--- config.mk ---
export PLATFORM = sky130hd
export DESIGN_NAME = epcr_regs
export DESIGN_NICKNAME = d
export VERILOG_FILES = /design/src/include/epcr_pkg.sv /design/src/logic/epcr_frame_meter.sv /design/src/logic/epcr_queue_pick.sv /design/src/logic/epcr_regs.sv
export VERILOG_INCLUDE_DIRS = /design/src /design/src/include
export SDC_FILE = /design/constraint.sdc
export NUM_CORES = 1
export LEC_CHECK = 0
export CORE_MARGIN = 2
export CORE_UTILIZATION = 57
export DETAILED_ROUTE_END_ITERATION = 6
export DONT_BUFFER_PORTS = 1
export PLACE_DENSITY_LB_ADDON = 0.05
export SETUP_SLACK_MARGIN = 0.02
export SLEW_MARGIN = 20
export SYNTH_ARGS = -nofsm -noshare
export SYNTH_HDL_FRONTEND = slang
export SYNTH_SLANG_ARGS = --single-unit
--- constraint.sdc ---
create_clock -name clk_i -period 5.03 [get_ports clk_i]
set_clock_uncertainty 0.2 [all_clocks]
set_input_delay 0.503 -clock clk_i [delete_from_list [all_inputs] [get_ports clk_i]]
set_output_delay 0.503 -clock clk_i [all_outputs]
set_load 0.05 [all_outputs]
--- src/include/epcr_defines.svh ---
// Purpose: constants of the ethernet port control register bank
// Assumes: 16-bit registers at byte offsets, 25 MHz clock
// Notes: offsets are the printed byte offsets
// Notes on behaviour
// - master enable: low byte zero enables, pattern 0000_01xx disables, reset disabled
// - eeprom command: word address bits 7:0, opcode bits 9:8
// - eeprom data word, low byte at even address, high byte next
// - receive byte counter counts bytes of the current frame as they arrive
// - enabled event sets source bits, shows them in queue, raises irq
// - queue sources: receive, transmit, buffer events, missed and collision counters
// - queue word: register number in 5:0, contents in 15:6
// - queue also readable at alias offset 0008h
// - receive configuration reads 000011 in bits 5:0
// - skip bit deletes last committed frame once per write unless dma-only
// - good-frame enable interrupts on error-free frames unless dma-only
// - keep-fcs bit stores and counts the four crc bytes
// - crc-error enable interrupts on bad crc frames
// - short-frame enable interrupts on frames under 64 bytes
// - frames under eight bytes are always discarded
// - oversize enable interrupts on frames over 1518 bytes, any crc
// - configuration defaults at reset, may be loaded from eeprom
// - receive event register clears when read
`ifndef EPCR_DEFINES_SVH
`define EPCR_DEFINES_SVH
`define EPCR_OFF_QUEUE_ALIAS 12'h008
`define EPCR_OFF_MASTER_IE 12'h022
`define EPCR_OFF_EE_CMD 12'h040
`define EPCR_OFF_EE_DATA 12'h042
`define EPCR_OFF_RX_COUNT 12'h050
`define EPCR_OFF_RX_CFG 12'h102
`define EPCR_OFF_QUEUE 12'h120
`define EPCR_OFF_RX_EVENT 12'h124
`define EPCR_NUM_RX_CFG 6'h03
`define EPCR_NUM_RX_EVENT 6'h04
`define EPCR_NUM_TX_EVENT 6'h08
`define EPCR_NUM_BUF_EVENT 6'h0C
`define EPCR_NUM_MISSED 6'h10
`define EPCR_NUM_COLL 6'h12
`define EPCR_MASTER_IE_RESET 16'h0004
`define EPCR_RX_CFG_RESET 10'h000
`define EPCR_CFG_SKIP 6
`define EPCR_CFG_GOOD_IE 8
`define EPCR_CFG_DMA_ONLY 9
`define EPCR_CFG_KEEP_FCS 11
`define EPCR_CFG_FCS_IE 12
`define EPCR_CFG_SHORT_IE 13
`define EPCR_CFG_OVER_IE 14
`define EPCR_EV_GOOD 2
`define EPCR_EV_FCS 6
`define EPCR_EV_SHORT 7
`define EPCR_EV_OVER 8
`define EPCR_MIN_FRAME 16'd64
`define EPCR_MAX_FRAME 16'd1518
`define EPCR_DISCARD_LEN 16'd8
`define EPCR_FCS_BYTES 16'd4
`endif

--- src/include/epcr_pkg.sv ---
package epcr_pkg;
    typedef struct packed {
        logic [11:0] addr;
        logic [15:0] wdata;
        logic wr;
        logic rd;
    } epcr_bus_t;
    typedef struct packed {
        logic start;
        logic byte_ok;
        logic done;
        logic fcs_bad;
        logic dribble;
    } epcr_rx_t;
    typedef struct packed {
        logic valid;
        logic [5:0] num;
        logic [9:0] payload;
    } epcr_src_t;
endpackage

--- src/logic/epcr_frame_meter.sv ---
// Purpose: counts bytes of the frame in flight and classifies it at its end
// Assumes: fcs bytes are the last four counted
// Notes: the length result is held until the next frame ends
`timescale 1ns/100ps
`include "epcr_defines.svh"
module epcr_frame_meter (
    input wire logic clk_i,
    input wire logic reset_i,
    input wire epcr_pkg::epcr_rx_t rx_i,
    input wire logic keep_fcs_i,
    output logic [15:0] count_o,
    output logic [15:0] length_o,
    output logic done_o,
    output logic is_short_o,
    output logic is_over_o,
    output logic is_tiny_o
);
    logic [15:0] total;
    always_comb begin
        total = count_o + (rx_i.byte_ok ? 16'h0001 : 16'h0000);
    end
    always_ff @(posedge clk_i or posedge reset_i) begin
        if (reset_i) begin
            count_o <= 16'h0000;
        end else if (rx_i.start) begin
            count_o <= 16'h0000;
        end else if (rx_i.byte_ok) begin
            count_o <= count_o + 16'h0001;
        end
    end
    always_ff @(posedge clk_i or posedge reset_i) begin
        if (reset_i) begin
            length_o <= 16'h0000;
            done_o <= 1'b0;
            is_short_o <= 1'b0;
            is_over_o <= 1'b0;
            is_tiny_o <= 1'b0;
        end else begin
            done_o <= rx_i.done;
            if (rx_i.done) begin
                length_o <= keep_fcs_i ? total :
                    (total > `EPCR_FCS_BYTES ? total - `EPCR_FCS_BYTES : 16'h0000);
                is_short_o <= total < `EPCR_MIN_FRAME;
                is_over_o <= total > `EPCR_MAX_FRAME;
                is_tiny_o <= total < `EPCR_DISCARD_LEN;
            end
        end
    end
endmodule

--- src/logic/epcr_queue_pick.sv ---
// Purpose: picks the pending source with the lowest register number
// Assumes: sources hold their contents until read
// Notes: fixed priority; a busy receive side can starve later sources
`timescale 1ns/100ps
module epcr_queue_pick (
    input wire epcr_pkg::epcr_src_t [4:0] src_i,
    output logic [15:0] word_o,
    output logic [2:0] index_o,
    output logic any_o
);
    always_comb begin
        word_o = 16'h0000;
        index_o = 3'h0;
        any_o = 1'b0;
        for (int i = 4; i >= 0; i--) begin
            if (src_i[i].valid) begin
                word_o = {src_i[i].payload, src_i[i].num};
                index_o = 3'(i);
                any_o = 1'b1;
            end
        end
    end
endmodule

--- src/logic/epcr_regs.sv ---
// Purpose: host registers of the ethernet port: enable, eeprom, counters, queue
// Assumes: one-cycle strobes, read data the cycle after the read strobe
// Notes: eeprom sequencing and the transmit side live elsewhere
//
// Added by the designer: the plain strobed port.
`timescale 1ns/100ps
`include "epcr_defines.svh"
module epcr_regs (
    input wire logic clk_i,
    input wire logic reset_i,
    input wire logic [11:0] addr_i,
    input wire logic [15:0] wdata_i,
    input wire logic wr_i,
    input wire logic rd_i,
    output logic [15:0] rdata_o,
    input wire epcr_pkg::epcr_rx_t rx_i,
    input wire logic [9:0] tx_event_i,
    input wire logic [9:0] buf_event_i,
    input wire logic missed_ovf_i,
    input wire logic coll_ovf_i,
    input wire logic eeprom_present_i,
    input wire logic eeprom_cfg_valid_i,
    input wire logic [9:0] eeprom_cfg_i,
    output logic irq_o,
    output logic [7:0] eeprom_word_address_o,
    output logic [1:0] eeprom_opcode_o,
    output logic eeprom_cmd_stb_o,
    output logic [15:0] eeprom_data_word_o,
    output logic skip_frame_o,
    output logic keep_fcs_o,
    output logic dma_only_receive_o,
    output logic discard_frame_o,
    output logic [15:0] frame_length_o
);
    logic [15:0] master_interrupt_enable;
    logic [15:0] eeprom_command;
    logic [9:0] receive_configuration;
    logic [9:0] receive_event_flags;
    logic [9:0] transmit_event_flags;
    logic [9:0] buffer_event_flags;
    logic [9:0] missed_frame_counter;
    logic [9:0] collision_counter;
    logic [15:0] rx_count;
    logic [15:0] rx_length;
    logic meter_done;
    logic is_short;
    logic is_over;
    logic is_tiny;
    logic [15:0] queue_word;
    logic [2:0] queue_index;
    logic queue_any;
    logic cfg_loaded;
    logic irq_enabled;
    logic queue_read;
    logic [15:0] next_rdata;
    logic [9:0] rx_set;
    logic frame_fcs_bad;
    logic frame_dribble;
    epcr_pkg::epcr_src_t [4:0] sources;

    function automatic logic hit(input logic [11:0] a, input logic [11:0] off);
        hit = a == off;
    endfunction

    // flags that hardware sets and a read clears: set wins the tie
    function automatic logic [9:0] upd(input logic [9:0] cur, input logic [9:0] set, input logic clr);
        upd = (clr ? 10'h000 : cur) | set;
    endfunction

    epcr_frame_meter meter (
        .clk_i(clk_i),
        .reset_i(reset_i),
        .rx_i(rx_i),
        .keep_fcs_i(receive_configuration[`EPCR_CFG_KEEP_FCS - 6]),
        .count_o(rx_count),
        .length_o(rx_length),
        .done_o(meter_done),
        .is_short_o(is_short),
        .is_over_o(is_over),
        .is_tiny_o(is_tiny)
    );

    // enable pattern has bit 2 clear and the low byte zero
    assign irq_enabled = master_interrupt_enable[7:0] == 8'h00;
    assign queue_read = rd_i && (hit(addr_i, `EPCR_OFF_QUEUE) || hit(addr_i, `EPCR_OFF_QUEUE_ALIAS));

    always_comb begin
        sources[0] = '{valid: receive_event_flags != 10'h000, num: `EPCR_NUM_RX_EVENT,
            payload: receive_event_flags};
        sources[1] = '{valid: transmit_event_flags != 10'h000, num: `EPCR_NUM_TX_EVENT,
            payload: transmit_event_flags};
        sources[2] = '{valid: buffer_event_flags != 10'h000, num: `EPCR_NUM_BUF_EVENT,
            payload: buffer_event_flags};
        sources[3] = '{valid: missed_frame_counter != 10'h000, num: `EPCR_NUM_MISSED,
            payload: missed_frame_counter};
        sources[4] = '{valid: collision_counter != 10'h000, num: `EPCR_NUM_COLL,
            payload: collision_counter};
    end

    epcr_queue_pick pick (
        .src_i(sources),
        .word_o(queue_word),
        .index_o(queue_index),
        .any_o(queue_any)
    );

    // fcs and dribble are valid only beside done; held for the meter result cycle
    always_ff @(posedge clk_i or posedge reset_i) begin
        if (reset_i) begin
            frame_fcs_bad <= 1'b0;
            frame_dribble <= 1'b0;
        end else if (rx_i.done) begin
            frame_fcs_bad <= rx_i.fcs_bad;
            frame_dribble <= rx_i.dribble;
        end
    end

    // frame end classification feeds receive event bits
    always_comb begin
        rx_set = 10'h000;
        if (meter_done && !is_tiny) begin
            if (!receive_configuration[`EPCR_CFG_DMA_ONLY - 6] && !frame_fcs_bad && !is_short && !is_over
                && receive_configuration[`EPCR_CFG_GOOD_IE - 6]) begin
                rx_set[`EPCR_EV_GOOD] = 1'b1;
            end
            if (frame_fcs_bad && receive_configuration[`EPCR_CFG_FCS_IE - 6]) begin
                rx_set[`EPCR_EV_FCS] = 1'b1;
            end
            if (is_short && receive_configuration[`EPCR_CFG_SHORT_IE - 6]) begin
                rx_set[`EPCR_EV_SHORT] = 1'b1;
            end
            if (is_over && receive_configuration[`EPCR_CFG_OVER_IE - 6]) begin
                rx_set[`EPCR_EV_OVER] = 1'b1;
            end
            rx_set[1] = frame_dribble && (frame_fcs_bad || is_short || is_over);
        end
    end

    always_ff @(posedge clk_i or posedge reset_i) begin
        if (reset_i) begin
            master_interrupt_enable <= `EPCR_MASTER_IE_RESET;
        end else if (wr_i && hit(addr_i, `EPCR_OFF_MASTER_IE)) begin
            master_interrupt_enable <= {8'h00, wdata_i[7:0]};
        end
    end

    always_ff @(posedge clk_i or posedge reset_i) begin
        if (reset_i) begin
            eeprom_command <= 16'h0000;
            eeprom_data_word_o <= 16'h0000;
            eeprom_cmd_stb_o <= 1'b0;
        end else begin
            eeprom_cmd_stb_o <= wr_i && hit(addr_i, `EPCR_OFF_EE_CMD);
            if (wr_i && hit(addr_i, `EPCR_OFF_EE_CMD)) begin
                // upper bits kept as written; software keeps them zero
                eeprom_command <= wdata_i;
            end
            if (wr_i && hit(addr_i, `EPCR_OFF_EE_DATA)) begin
                eeprom_data_word_o <= wdata_i;
            end
        end
    end

    always_comb begin
        eeprom_word_address_o = eeprom_command[7:0];
        eeprom_opcode_o = eeprom_command[9:8];
    end

    // configuration: default at reset, one eeprom load if a part is fitted
    always_ff @(posedge clk_i or posedge reset_i) begin
        if (reset_i) begin
            receive_configuration <= `EPCR_RX_CFG_RESET;
            cfg_loaded <= 1'b0;
            skip_frame_o <= 1'b0;
        end else begin
            skip_frame_o <= 1'b0;
            if (wr_i && hit(addr_i, `EPCR_OFF_RX_CFG)) begin
                // skip is act-once and never stored
                receive_configuration <= {wdata_i[15:7], 1'b0};
                skip_frame_o <= wdata_i[`EPCR_CFG_SKIP] && !receive_configuration[`EPCR_CFG_DMA_ONLY - 6];
                cfg_loaded <= 1'b1;
            end else if (!cfg_loaded && eeprom_present_i && eeprom_cfg_valid_i) begin
                receive_configuration <= {eeprom_cfg_i[9:1], 1'b0};
                cfg_loaded <= 1'b1;
            end
        end
    end

    // event sources: queue read clears the shown source
    always_ff @(posedge clk_i or posedge reset_i) begin
        if (reset_i) begin
            receive_event_flags <= 10'h000;
            transmit_event_flags <= 10'h000;
            buffer_event_flags <= 10'h000;
            missed_frame_counter <= 10'h000;
            collision_counter <= 10'h000;
        end else begin
            receive_event_flags <= upd(receive_event_flags, rx_set,
                (queue_read && queue_any && queue_index == 3'h0) ||
                (rd_i && hit(addr_i, `EPCR_OFF_RX_EVENT)));
            transmit_event_flags <= upd(transmit_event_flags, tx_event_i,
                queue_read && queue_any && queue_index == 3'h1);
            buffer_event_flags <= upd(buffer_event_flags, buf_event_i,
                queue_read && queue_any && queue_index == 3'h2);
            missed_frame_counter <= upd(missed_frame_counter, {9'h000, missed_ovf_i},
                queue_read && queue_any && queue_index == 3'h3);
            collision_counter <= upd(collision_counter, {9'h000, coll_ovf_i},
                queue_read && queue_any && queue_index == 3'h4);
        end
    end

    // irq follows pending sources; low once all are read
    always_ff @(posedge clk_i or posedge reset_i) begin
        if (reset_i) begin
            irq_o <= 1'b0;
        end else begin
            irq_o <= irq_enabled && (receive_event_flags != 10'h000 || transmit_event_flags != 10'h000
                || buffer_event_flags != 10'h000 || missed_frame_counter != 10'h000
                || collision_counter != 10'h000);
        end
    end

    always_ff @(posedge clk_i or posedge reset_i) begin
        if (reset_i) begin
            keep_fcs_o <= 1'b0;
            dma_only_receive_o <= 1'b0;
            discard_frame_o <= 1'b0;
            frame_length_o <= 16'h0000;
        end else begin
            keep_fcs_o <= receive_configuration[`EPCR_CFG_KEEP_FCS - 6];
            dma_only_receive_o <= receive_configuration[`EPCR_CFG_DMA_ONLY - 6];
            discard_frame_o <= meter_done && is_tiny;
            frame_length_o <= rx_length;
        end
    end

    always_comb begin
        next_rdata = 16'h0000;
        case (addr_i)
            `EPCR_OFF_MASTER_IE: next_rdata = master_interrupt_enable;
            `EPCR_OFF_EE_CMD: next_rdata = eeprom_command;
            `EPCR_OFF_EE_DATA: next_rdata = eeprom_data_word_o;
            `EPCR_OFF_RX_COUNT: next_rdata = rx_count;
            `EPCR_OFF_RX_CFG: next_rdata = {receive_configuration, `EPCR_NUM_RX_CFG};
            `EPCR_OFF_QUEUE: next_rdata = queue_word;
            `EPCR_OFF_QUEUE_ALIAS: next_rdata = queue_word;
            `EPCR_OFF_RX_EVENT: next_rdata = {receive_event_flags, `EPCR_NUM_RX_EVENT};
            default: next_rdata = 16'h0000;
        endcase
    end

    // read data only in the cycle after the strobe
    always_ff @(posedge clk_i or posedge reset_i) begin
        if (reset_i) begin
            rdata_o <= 16'h0000;
        end else begin
            rdata_o <= rd_i ? next_rdata : 16'h0000;
        end
    end
endmodule

==> metrics list, run 1 <==
* Highest fanout seen on the critical path: 9
- Fraction of final layout cells sized beyond drive strength 1: 14.9%
- Max_slew headroom: 32.8%
* Share of the yosys chip area belonging to registers: 51.7%
- # rows: 41
- The H-tree was split into 4 levels.
- Clock tree synthesis inserted a total of 17 buffers.
- Counting flops with an async set or reset pin after synthesis yields a share of 100%.
* Number of vias per cell: 6.36
- Hold Worst Slack: -27.9 ps
- Counting the fill cells in the layout gives 1052.
- Post-Syn Area: 7410 um^2
- The multi-input combinational cells in the finished layout cover a total of 3300 um^2.
* Maximum frequency from static timing analysis: 251 MHz
- IR analysis of the VDD net gives a maximum drop of 292 uV.
- In this run the register-to-register setup slack is 1050 ps.
- Critical path startpoint category: flip-flop
* Area taken by flip-flops and latches: 3830 um^2
- Number of buffers inserted to repair setup after CTS: 0
* Quantity of hold-fixing buffers added after cts: 29
- Worst slew pin tran: 998 ps
- In this run the worst setup path terminates at meter.length_o[3].
* Final setup violation count: 0
- Among all flip-flop cells after synthesis, the most frequent one is sky130_fd_sc_hd__dfrtp_1.
- Clk_lat worst skew: 420 ps
- Cells fill 65.9% of the core in the end.
- Synthesis produced a netlist with a net count of 754.
- Entering global routing, the biggest net connects 113 pins.
- Detailed routing inserted a total of 5526 vias.
- The Yosys step of the flow raised 0 warnings.
- Counting both buffers and inverters, the worst setup path holds a total of 1.
- Setup slack on the critical path of the routed design comes to 1050 ps.
* Longest Clk Path Bufs: 2
- The die covers 13900 um^2.
- Worst slack at placement: 1080 ps
* Crit path top cell by count: sky130_fd_sc_hd__ha_1
- Relative to the synthesized area, the layout overhead comes to 12.7%.
- After the first detailed-routing iteration, the DRC count stood at 410.
* Dominant delay contributor by cell family on the critical path: simple AND/OR/NAND/NOR gates
- The flow ran to the end, but the final reports show violations.
* Tmin final: 3980 ps
* Final estimated routing congestion in global placement: 0.881
- Static power due to leakage: 3.56 nW
* Number of clock sinks: 153
- Worst reg2reg endpoint: meter.length_o[3]
- Iteration count of the initial detailed-routing pass: 5
- Die Height: 118 um
- Mapped Avg Cell Area: 10.9 um^2
* Worst r2r src: meter.count_o[0]
- Once detail routing completed, the nets flagged for antenna violations numbered 0.
- STA puts the critical path data required time at 5100 ps.
- Clock-pin slew was measured on the worst setup and hold paths at 60 ps.
- Commonest cells after routing, fill and taps aside: 152 x sky130_fd_sc_hd__dfrtp_1, 51 x sky130_fd_sc_hd__nand2_1, 42 x sky130_fd_sc_hd__nor2_1, 38 x sky130_fd_sc_hd__mux2_2, 35 x sky130_fd_sc_hd__a21oi_1
- Wire length of the first global-routing pass: 31400 um
* Hold Violations, Final: 83
- Average routed wire per standard cell: 22.8 um
* Violations in the final reports: negative hold slack
* Count of input and output buffers: 0
- Total count of max-transition violations in the final report: 0
- The initial utilization of the core area, before any placement, comes to 58.5%.
- In the finished design, the share of the clock period the worst path needs comes to 79.1%.
* Count of cell types in the netlist: 63
- Wires add up to 19800 um.
- Final HPWL DP: 13900 um
- STA classifies the critical path endpoint as a flip-flop.
- The synthesized design contains 0 enable-type register cells.
* TritonCTS clock tree: yes
* Overall power consumption: 3.28 mW
- From left edge to right edge, the die measures 118 um.
- Total power density per cell area: 393 nW/um^2
- In the final timing run, aggregate negative setup slack is 0 ps.
* Antenna violations before repair: 0
- Length in cells of the worst reg-to-reg path: 10
* Delay of the slowest cell on the worst path: 770 ps
* Antenna diodes: 0
* Cell at the slowest stage of the critical path: sky130_fd_sc_hd__nor3_1
- The via count of the first global-routing pass is 5611.
* Global routing usage summed across all routing layers: 29.5%
- Drt drc: 0
- During I/O placement, the number of pins put on the boundary was 135.
* Remaining Overflow, GRT: 0
- Hold crit path type: input pin to async pin
* Number of gates given a new drive strength after cts: 0
- The core region is 12700 um^2.
* Logic depth of the worst setup path including buffers: 10
* CTS root buf: sky130_fd_sc_hd__clkbuf_16
- Setup repair after global routing left no endpoint under its margin.
- Cells along the critical path: ha_1 > nand3_1 > xnor2_1 > inv_1 > ha_1 > or3b_2 > a21oi_1 > o211ai_1 > nor3_1 > o2bb2ai_1
- The tool flagged a number of max-cap violations equal to 0.
* Leading cell type in the layout, fill and taps excluded: sky130_fd_sc_hd__dfrtp_1
- In the final design database the tool counted 761 nets.
* Crit path launch: meter.count_o[0]
- Synthesis inferred 153 register bits.
- By startpoint and endpoint, the worst setup path is classified as flip-flop to flip-flop.
- Gate count after technology mapping: 677
- Data arrival, critical path: 4050 ps
state kept, by name, indices dropped and copies added (netlist names), 5 cells and up:
signal and count:
frame_length_o 16, master_interrupt_enable 8, eeprom_command 16, eeprom_data_word_o 16, receive_event_flags 5, meter.length_o 16, rdata_o 16, receive_configuration 9
transmit_event_flags 10, meter.count_o 16, buffer_event_flags 10
Yosys cell counts, types with 3 or more instances:
| cell type | instances | share of area (%) |
|---|---|---|
| sky130_fd_sc_hd__and2_1 | 4 | 0.34 |
| sky130_fd_sc_hd__a222oi_1 | 3 | 0.41 |
| sky130_fd_sc_hd__nor3_1 | 13 | 0.88 |
| sky130_fd_sc_hd__buf_4 | 10 | 1.0 |
| sky130_fd_sc_hd__o21ai_0 | 19 | 1.3 |
| sky130_fd_sc_hd__mux2_4 | 10 | 2.0 |
| sky130_fd_sc_hd__nand3_1 | 22 | 1.5 |
| sky130_fd_sc_hd__mux2i_1 | 22 | 3.0 |
| sky130_fd_sc_hd__a31oi_1 | 7 | 0.59 |
| sky130_fd_sc_hd__nor2b_1 | 3 | 0.25 |
| sky130_fd_sc_hd__nand2_1 | 51 | 2.6 |
| sky130_fd_sc_hd__o2bb2ai_1 | 12 | 1.4 |
| sky130_fd_sc_hd__ha_1 | 6 | 1.0 |
| sky130_fd_sc_hd__xnor2_1 | 17 | 2.0 |
| sky130_fd_sc_hd__a221oi_1 | 14 | 1.7 |
| sky130_fd_sc_hd__a21o_1 | 22 | 2.2 |
| sky130_fd_sc_hd__or4_1 | 10 | 1.0 |
| sky130_fd_sc_hd__xor2_1 | 15 | 1.8 |
| sky130_fd_sc_hd__nor2_1 | 42 | 2.1 |
| sky130_fd_sc_hd__dfrtp_1 | 152 | 51 |
| sky130_fd_sc_hd__mux2_2 | 38 | 5.8 |
| sky130_fd_sc_hd__o31ai_1 | 5 | 0.51 |
| sky130_fd_sc_hd__nor4_1 | 11 | 0.93 |
| sky130_fd_sc_hd__and3_1 | 5 | 0.42 |
| sky130_fd_sc_hd__nand3b_1 | 6 | 0.61 |
| sky130_fd_sc_hd__buf_1 | 5 | 0.25 |
| sky130_fd_sc_hd__clkbuf_1 | 31 | 1.6 |
| sky130_fd_sc_hd__o311ai_0 | 3 | 0.35 |
| sky130_fd_sc_hd__nand2b_1 | 6 | 0.51 |
| sky130_fd_sc_hd__inv_1 | 11 | 0.56 |
| sky130_fd_sc_hd__nand4_1 | 14 | 1.2 |
| sky130_fd_sc_hd__a211oi_1 | 3 | 0.30 |
| sky130_fd_sc_hd__or2_2 | 5 | 0.42 |
| sky130_fd_sc_hd__a32o_1 | 5 | 0.68 |
| sky130_fd_sc_hd__or3_1 | 5 | 0.42 |
| sky130_fd_sc_hd__a21oi_1 | 35 | 2.4 |
| sky130_fd_sc_hd__or3b_2 | 3 | 0.35 |
layer usage:
metal / wire, um / vias up / GRT usage [%] / part of all wire (%)
met5: 0 / - / 0 / 0
met4: 697 / 0 / 12.0 / 3.5
met3: 1300 / 38 / 8.62 / 6.6
met2: 9860 / 197 / 48.0 / 50
met1: 7970 / 2799 / 37.0 / 40
li1: - / 2492 / - / -
how the worst min path moves through the flow:
| stage | start | slack, ps | depth (start not counted) | end |
|---|---|---|---|---|
| after CTS | reset_i | 2 | 1 | meter.length_o[3] |
| final | reset_i | -30 | 1 | rdata_o[11] |
| after global placement | meter.length_o[5] | 160 | 0 | frame_length_o[5] |
| after floorplan | meter.length_o[13] | 150 | 0 | frame_length_o[13] |
| after detailed placement | meter.length_o[7] | 160 | 0 | frame_length_o[7] |
| after global routing | rx_i[2] | 2 | 2 | meter.length_o[8] |
area by class of cell:
cell class | instances | share of cell area, %
Timing Repair Buffer | 36 | 4.11
Clock inverter | 9 | 1.33
Inverter | 11 | 0.554
Multi-Input combinational cell | 465 | 39.5
Sequential cell | 153 | 45.9
Clock buffer | 23 | 6.08
Tap cell | 172 | 2.58
logic make-up after synthesis:
family / Yosys count / synth area share, %
multiplexers: 70 / 10.8
adder cells (fa/ha/maj): 6 / 1.01
XOR/XNOR: 32 / 3.78
flip-flops: 153 / 51.7
AO/OA/AOI/OAI: 143 / 13.4
buffers and inverters: 59 / 3.82
AND/OR/NAND/NOR: 214 / 15.5
per-stage QoR:
stage                     instance area [um^2]  hold slack, ps  std cells
final                                     8350           -27.9        869
after global routing                      8350            2.28        869
after CTS                                 8350            2.37        869
after detailed placement                  7440             160        808
after global placement                    7440             160        808
after floorplan                           7410             154        677
power breakdown:
part	leakage [nW]	internal, mW	switching [mW]
Combinational	1.34	0.132	0.151
Clock	0.302	0.812	0.508
Sequential	1.92	1.38	0.299
Power figures use the tool's default switching activity.
==> inputs of run 2 (changes only) <==
ABC_AREA = 1   (was default)
CORE_UTILIZATION = 64   (was 57)
clock period = 3.88 ns   (was 5.03 ns; I/O delays follow)
==> run 2 against run 1 <==
Compared with the run above:
- the flow now finishes without violations
- non-clock buffer count grew 24
- sequential share of layout area shrank 1.7 points
- worst hold slack gained 41 ps
- maximum frequency grew 32%
- design area grew 3.9%
- power grew 9.1%
- worst setup slack lost 190 ps
- clock power grew 23%
- critical path depth shrank 5
==> metrics list, run 2 <==
- Core box area: 11400 um^2 (-9.9%)
* Number of enable-type register cells in the synthesized netlist: 0 (unchanged)
* Finished Layout Cells: 1101 (+27%)
- Antenna violations before repair: 1 (+1)
- Data arrival, critical path: 3140 ps (-910 ps)
* Length in cells of the worst reg-to-reg path: 5 (-5)
- Count of cell types in the netlist: 42 (-33%)
- Gate count after technology mapping: 895 (+32%)
- The total number of nets in the final design was 1022 (+34%).
- The post-synth net total is 972 (+29%).
* Mapped Avg Cell Area: 8.34 um^2 (-24%)
- The post-place setup slack is 1060 ps (-14.7 ps).
- The startpoint identified for the worst hold timing path is wdata_i[7].
- The worst hold path terminates at master_interrupt_enable[7].
- Average routed wire per standard cell: 18.9 um (-17%)
* Worst slew pin tran: 933 ps (-64.9 ps)
- The commonest cells after synthesis are 225 x sky130_fd_sc_hd__nand2_1, 152 x sky130_fd_sc_hd__dfrtp_1, 113 x sky130_fd_sc_hd__inv_1.
- The post-route core utilization was 76.0% (+10 points).
- Iteration count of the initial detailed-routing pass: 6 (+1)
- Clk_lat worst skew: 440 ps (+20 ps)
* Yosys synthesis warning count: 0 (unchanged)
- Cells along the critical path: nor4_1 > inv_1 > nor2_1 > nand3_1 > a21o_1
- The maximum clock path buffer count is 2 (unchanged).
* H-Tree Level Count: 4 (unchanged)
* Wl on met1: 8310 um (+4.2%)
- The register-to-register path setup slack was 860 ps (-190 ps).
- The normalized max-slew margin came to 37.6% (+4.8 points).
- The run finished with clean final reports.
* Antenna viol nets, final: 0 (unchanged)
- Overall power consumption: 3.58 mW (+9.1%)
* Number of vias per cell: 5.96 (-6.2%)
- The synthesized design spends more area on one cell type than any other, namely sky130_fd_sc_hd__dfrtp_1.
- Static power due to leakage: 4.26 nW (+20%)
* Maximum number of pins on one net before global-route repair: 107 (-5.3%)
- Number of clock sinks: 153 (unchanged)
- Type of destination of the critical path: flip-flop
- The final period utilization is 77.9% (-1.2 points).
* Cell depth of the worst hold path: 2
- Via count of the first global-routing pass: 6693 (+19%)
- The clock-pin slew reported for the worst setup and hold paths after clock tree synthesis is 70 ps (about the same).
- The die extent in x came to 112 um (-5.1%).
* Area growth from synthesis to layout: 16.3%
- Total Die Area: 12500 um^2 (-10%)
- Number of fill cells: 777 (-26%)
* Asr flop ratio synth: 100% (unchanged)
* Fraction of final layout cells sized beyond drive strength 1: 8.66% (-6.3 points)
- The final count of hold timing violations was 0 (-100%).
- The total instance count after detailed placement is 1013 (+25%).
- Detailed Route Iter0 Violations: 666 (+62%)
- Drt total wl: 20900 um (+5.2%)
- The top cell types in the final layout, fill and taps aside, are 225 x sky130_fd_sc_hd__nand2_1, 152 x sky130_fd_sc_hd__dfrtp_1, 112 x sky130_fd_sc_hd__inv_1, 72 x sky130_fd_sc_hd__o21ai_0, 69 x sky130_fd_sc_hd__nor2_1.
- The critical path's largest stage delay came to 720 ps (-50 ps).
* Post-route cell area: 8680 um^2 (+3.9%)
- Count of input and output buffers: 0 (unchanged)
- Top cells by area in the synthesized netlist: sky130_fd_sc_hd__dfrtp_1 51%, sky130_fd_sc_hd__nand2_1 11%, sky130_fd_sc_hd__inv_1 5.7%, sky130_fd_sc_hd__o21ai_0 4.8%, sky130_fd_sc_hd__nor2_1 3.5%
- The worst register-to-register path begins at receive_event_flags[1].
* Detail Route met2 WL: 10200 um (+3.3%)
- TritonCTS clock tree: yes
- The number of storage elements in the synthesis netlist came to 153 (unchanged).
* Global routing usage summed across all routing layers: 35.0% (+5.6 points)
- The HPWL after detailed placement was 14300 um (+2.8%).
- Final estimated routing congestion in global placement: 0.980 (+11%)
* Critical path class: flip-flop to flip-flop
* Share of the yosys chip area belonging to registers: 51.3% (-0.37 points)
* Overall via count from detail_route: 6566 (+19%)
- The final setup slack of the worst path is 857 ps (-192 ps).
- The length of routed met3 wiring was 1780 um (+37%).
- The worst hold slack after final layout is 13.2 ps (+41.1 ps).
- CP Data Required Time: 3990 ps (-1110 ps)
- Wire length of the first global-routing pass: 34100 um (+8.5%)
- The post-synthesis cell area is 7460 um^2 (+0.73%).
- Total I/O pin count: 135 (unchanged)
- Number of gates given a new drive strength after cts: 0 (unchanged)
- The library cell used most frequently in the layout, excluding fill and tap cells, is sky130_fd_sc_hd__nand2_1.
* Die Height: 112 um (-5.1%)
- Cell area reported after detailed placement: 7540 um^2 (+1.3%)
- RSZ-0062 raised after global routing: false
- The number of setup violations in the final report came to 0 (unchanged).
* Cell at the slowest stage of the critical path: sky130_fd_sc_hd__nor4_1
* Initial standard-cell utilization of the core: 65.4% (+6.9 points)
* Remaining Overflow, GRT: 0 (unchanged)
* Total power density per cell area: 412 nW/um^2 (+4.9%)
- The final max-slew violation count is 0 (unchanged).
* Worst reg2reg endpoint: transmit_event_flags[4]
- The maximum frequency from static timing analysis was 331 MHz (+32%).
* Cell with the most instances after synthesis: sky130_fd_sc_hd__nand2_1
- Most frequently used flop master after synthesis: sky130_fd_sc_hd__dfrtp_1
- Antenna diodes: 0 (unchanged)
- STA classifies the critical path startpoint as a flip-flop.
* Post-route setup TNS: 0 ps (unchanged)
- The number of CTS-inserted buffers came to 17 (unchanged).
* # rows: 39 (-4.9%)
- Hold crit path type: input pin to flip-flop
- Drt drc: 0 (unchanged)
- The root buffer cell chosen for the clock tree is sky130_fd_sc_hd__clkbuf_16.
* Highest fanout seen on the critical path: 13 (+4)
* VDD IR max: 535 uV (+83%)
- The detailed router used layers up to and including met5.
* Fraction of post-synthesis cell area in the top cell type by area: 51.0% (-0.37 points)
* Tmin final: 3020 ps (-958 ps)
- Max-cap violations: 0 (unchanged)
run 2: cell families after synthesis:
group / Yosys count / share of synthesized area (%)
DFF: 153 / 51.3
buffers and inverters: 147 / 7.96
and+or+nand+nor: 409 / 24.5
AOI/OAI and AO/OA: 168 / 13.8
xor gates and xnor gates: 12 / 1.41
adders and majority gates: 6 / 1.01
run 2: worst max-delay path: cells and delay by family (launching register included):
| family | cells | cell delay [ps] |
|---|---|---|
| flops | 1 | 410 |
| simple gates | 3 | 1780 |
| buf+inv | 1 | 210 |
| compound gates | 1 | 290 |
run 2: where the power goes:
part           switching (mW)  internal [mW]  leakage, nW
Sequential             0.0831           1.64         1.92
Clock                   0.679          0.941        0.277
Combinational           0.153         0.0867         2.06
Total                   0.916           2.66         4.26
run 2: repair_timing:
item,4_1_cts,5_1_grt
hold buffers,56,0
buffers inserted,0,0
setup endpoints to repair,0,0
hold endpoints to repair,234,0
run 2: routing by layer:
layer,vias up,GRT usage (%)
li1,3008,-
met1,3157,44.5
met2,346,57.6
met3,53,10.3
met4,2,13.0
met5,-,0
run 2: worst max path at each step:
stage / from / end / slack (ps) / cells past startpoint
detailed placement: receive_event_flags[1] / transmit_event_flags[4] / 1060 / 5
floorplan: reset_i / buffer_event_flags[0] / 1360 / 1
global placement: receive_event_flags[1] / transmit_event_flags[7] / 1210 / 5
finish: receive_event_flags[1] / transmit_event_flags[4] / 860 / 5
CTS: receive_event_flags[1] / transmit_event_flags[4] / 1020 / 5
global route: receive_event_flags[2] / transmit_event_flags[4] / 710 / 7
run 2: final cells by class:
class,count,area (um^2),share of cell area [%]
clock buffer,21,470,5.42
clock inverter,11,110,1.27
inverter,118,447,5.15
multi-input combinational,595,3040,35.0
sequential,153,3830,44.1
tap,143,179,2.06
timing repair buffer,60,603,6.95
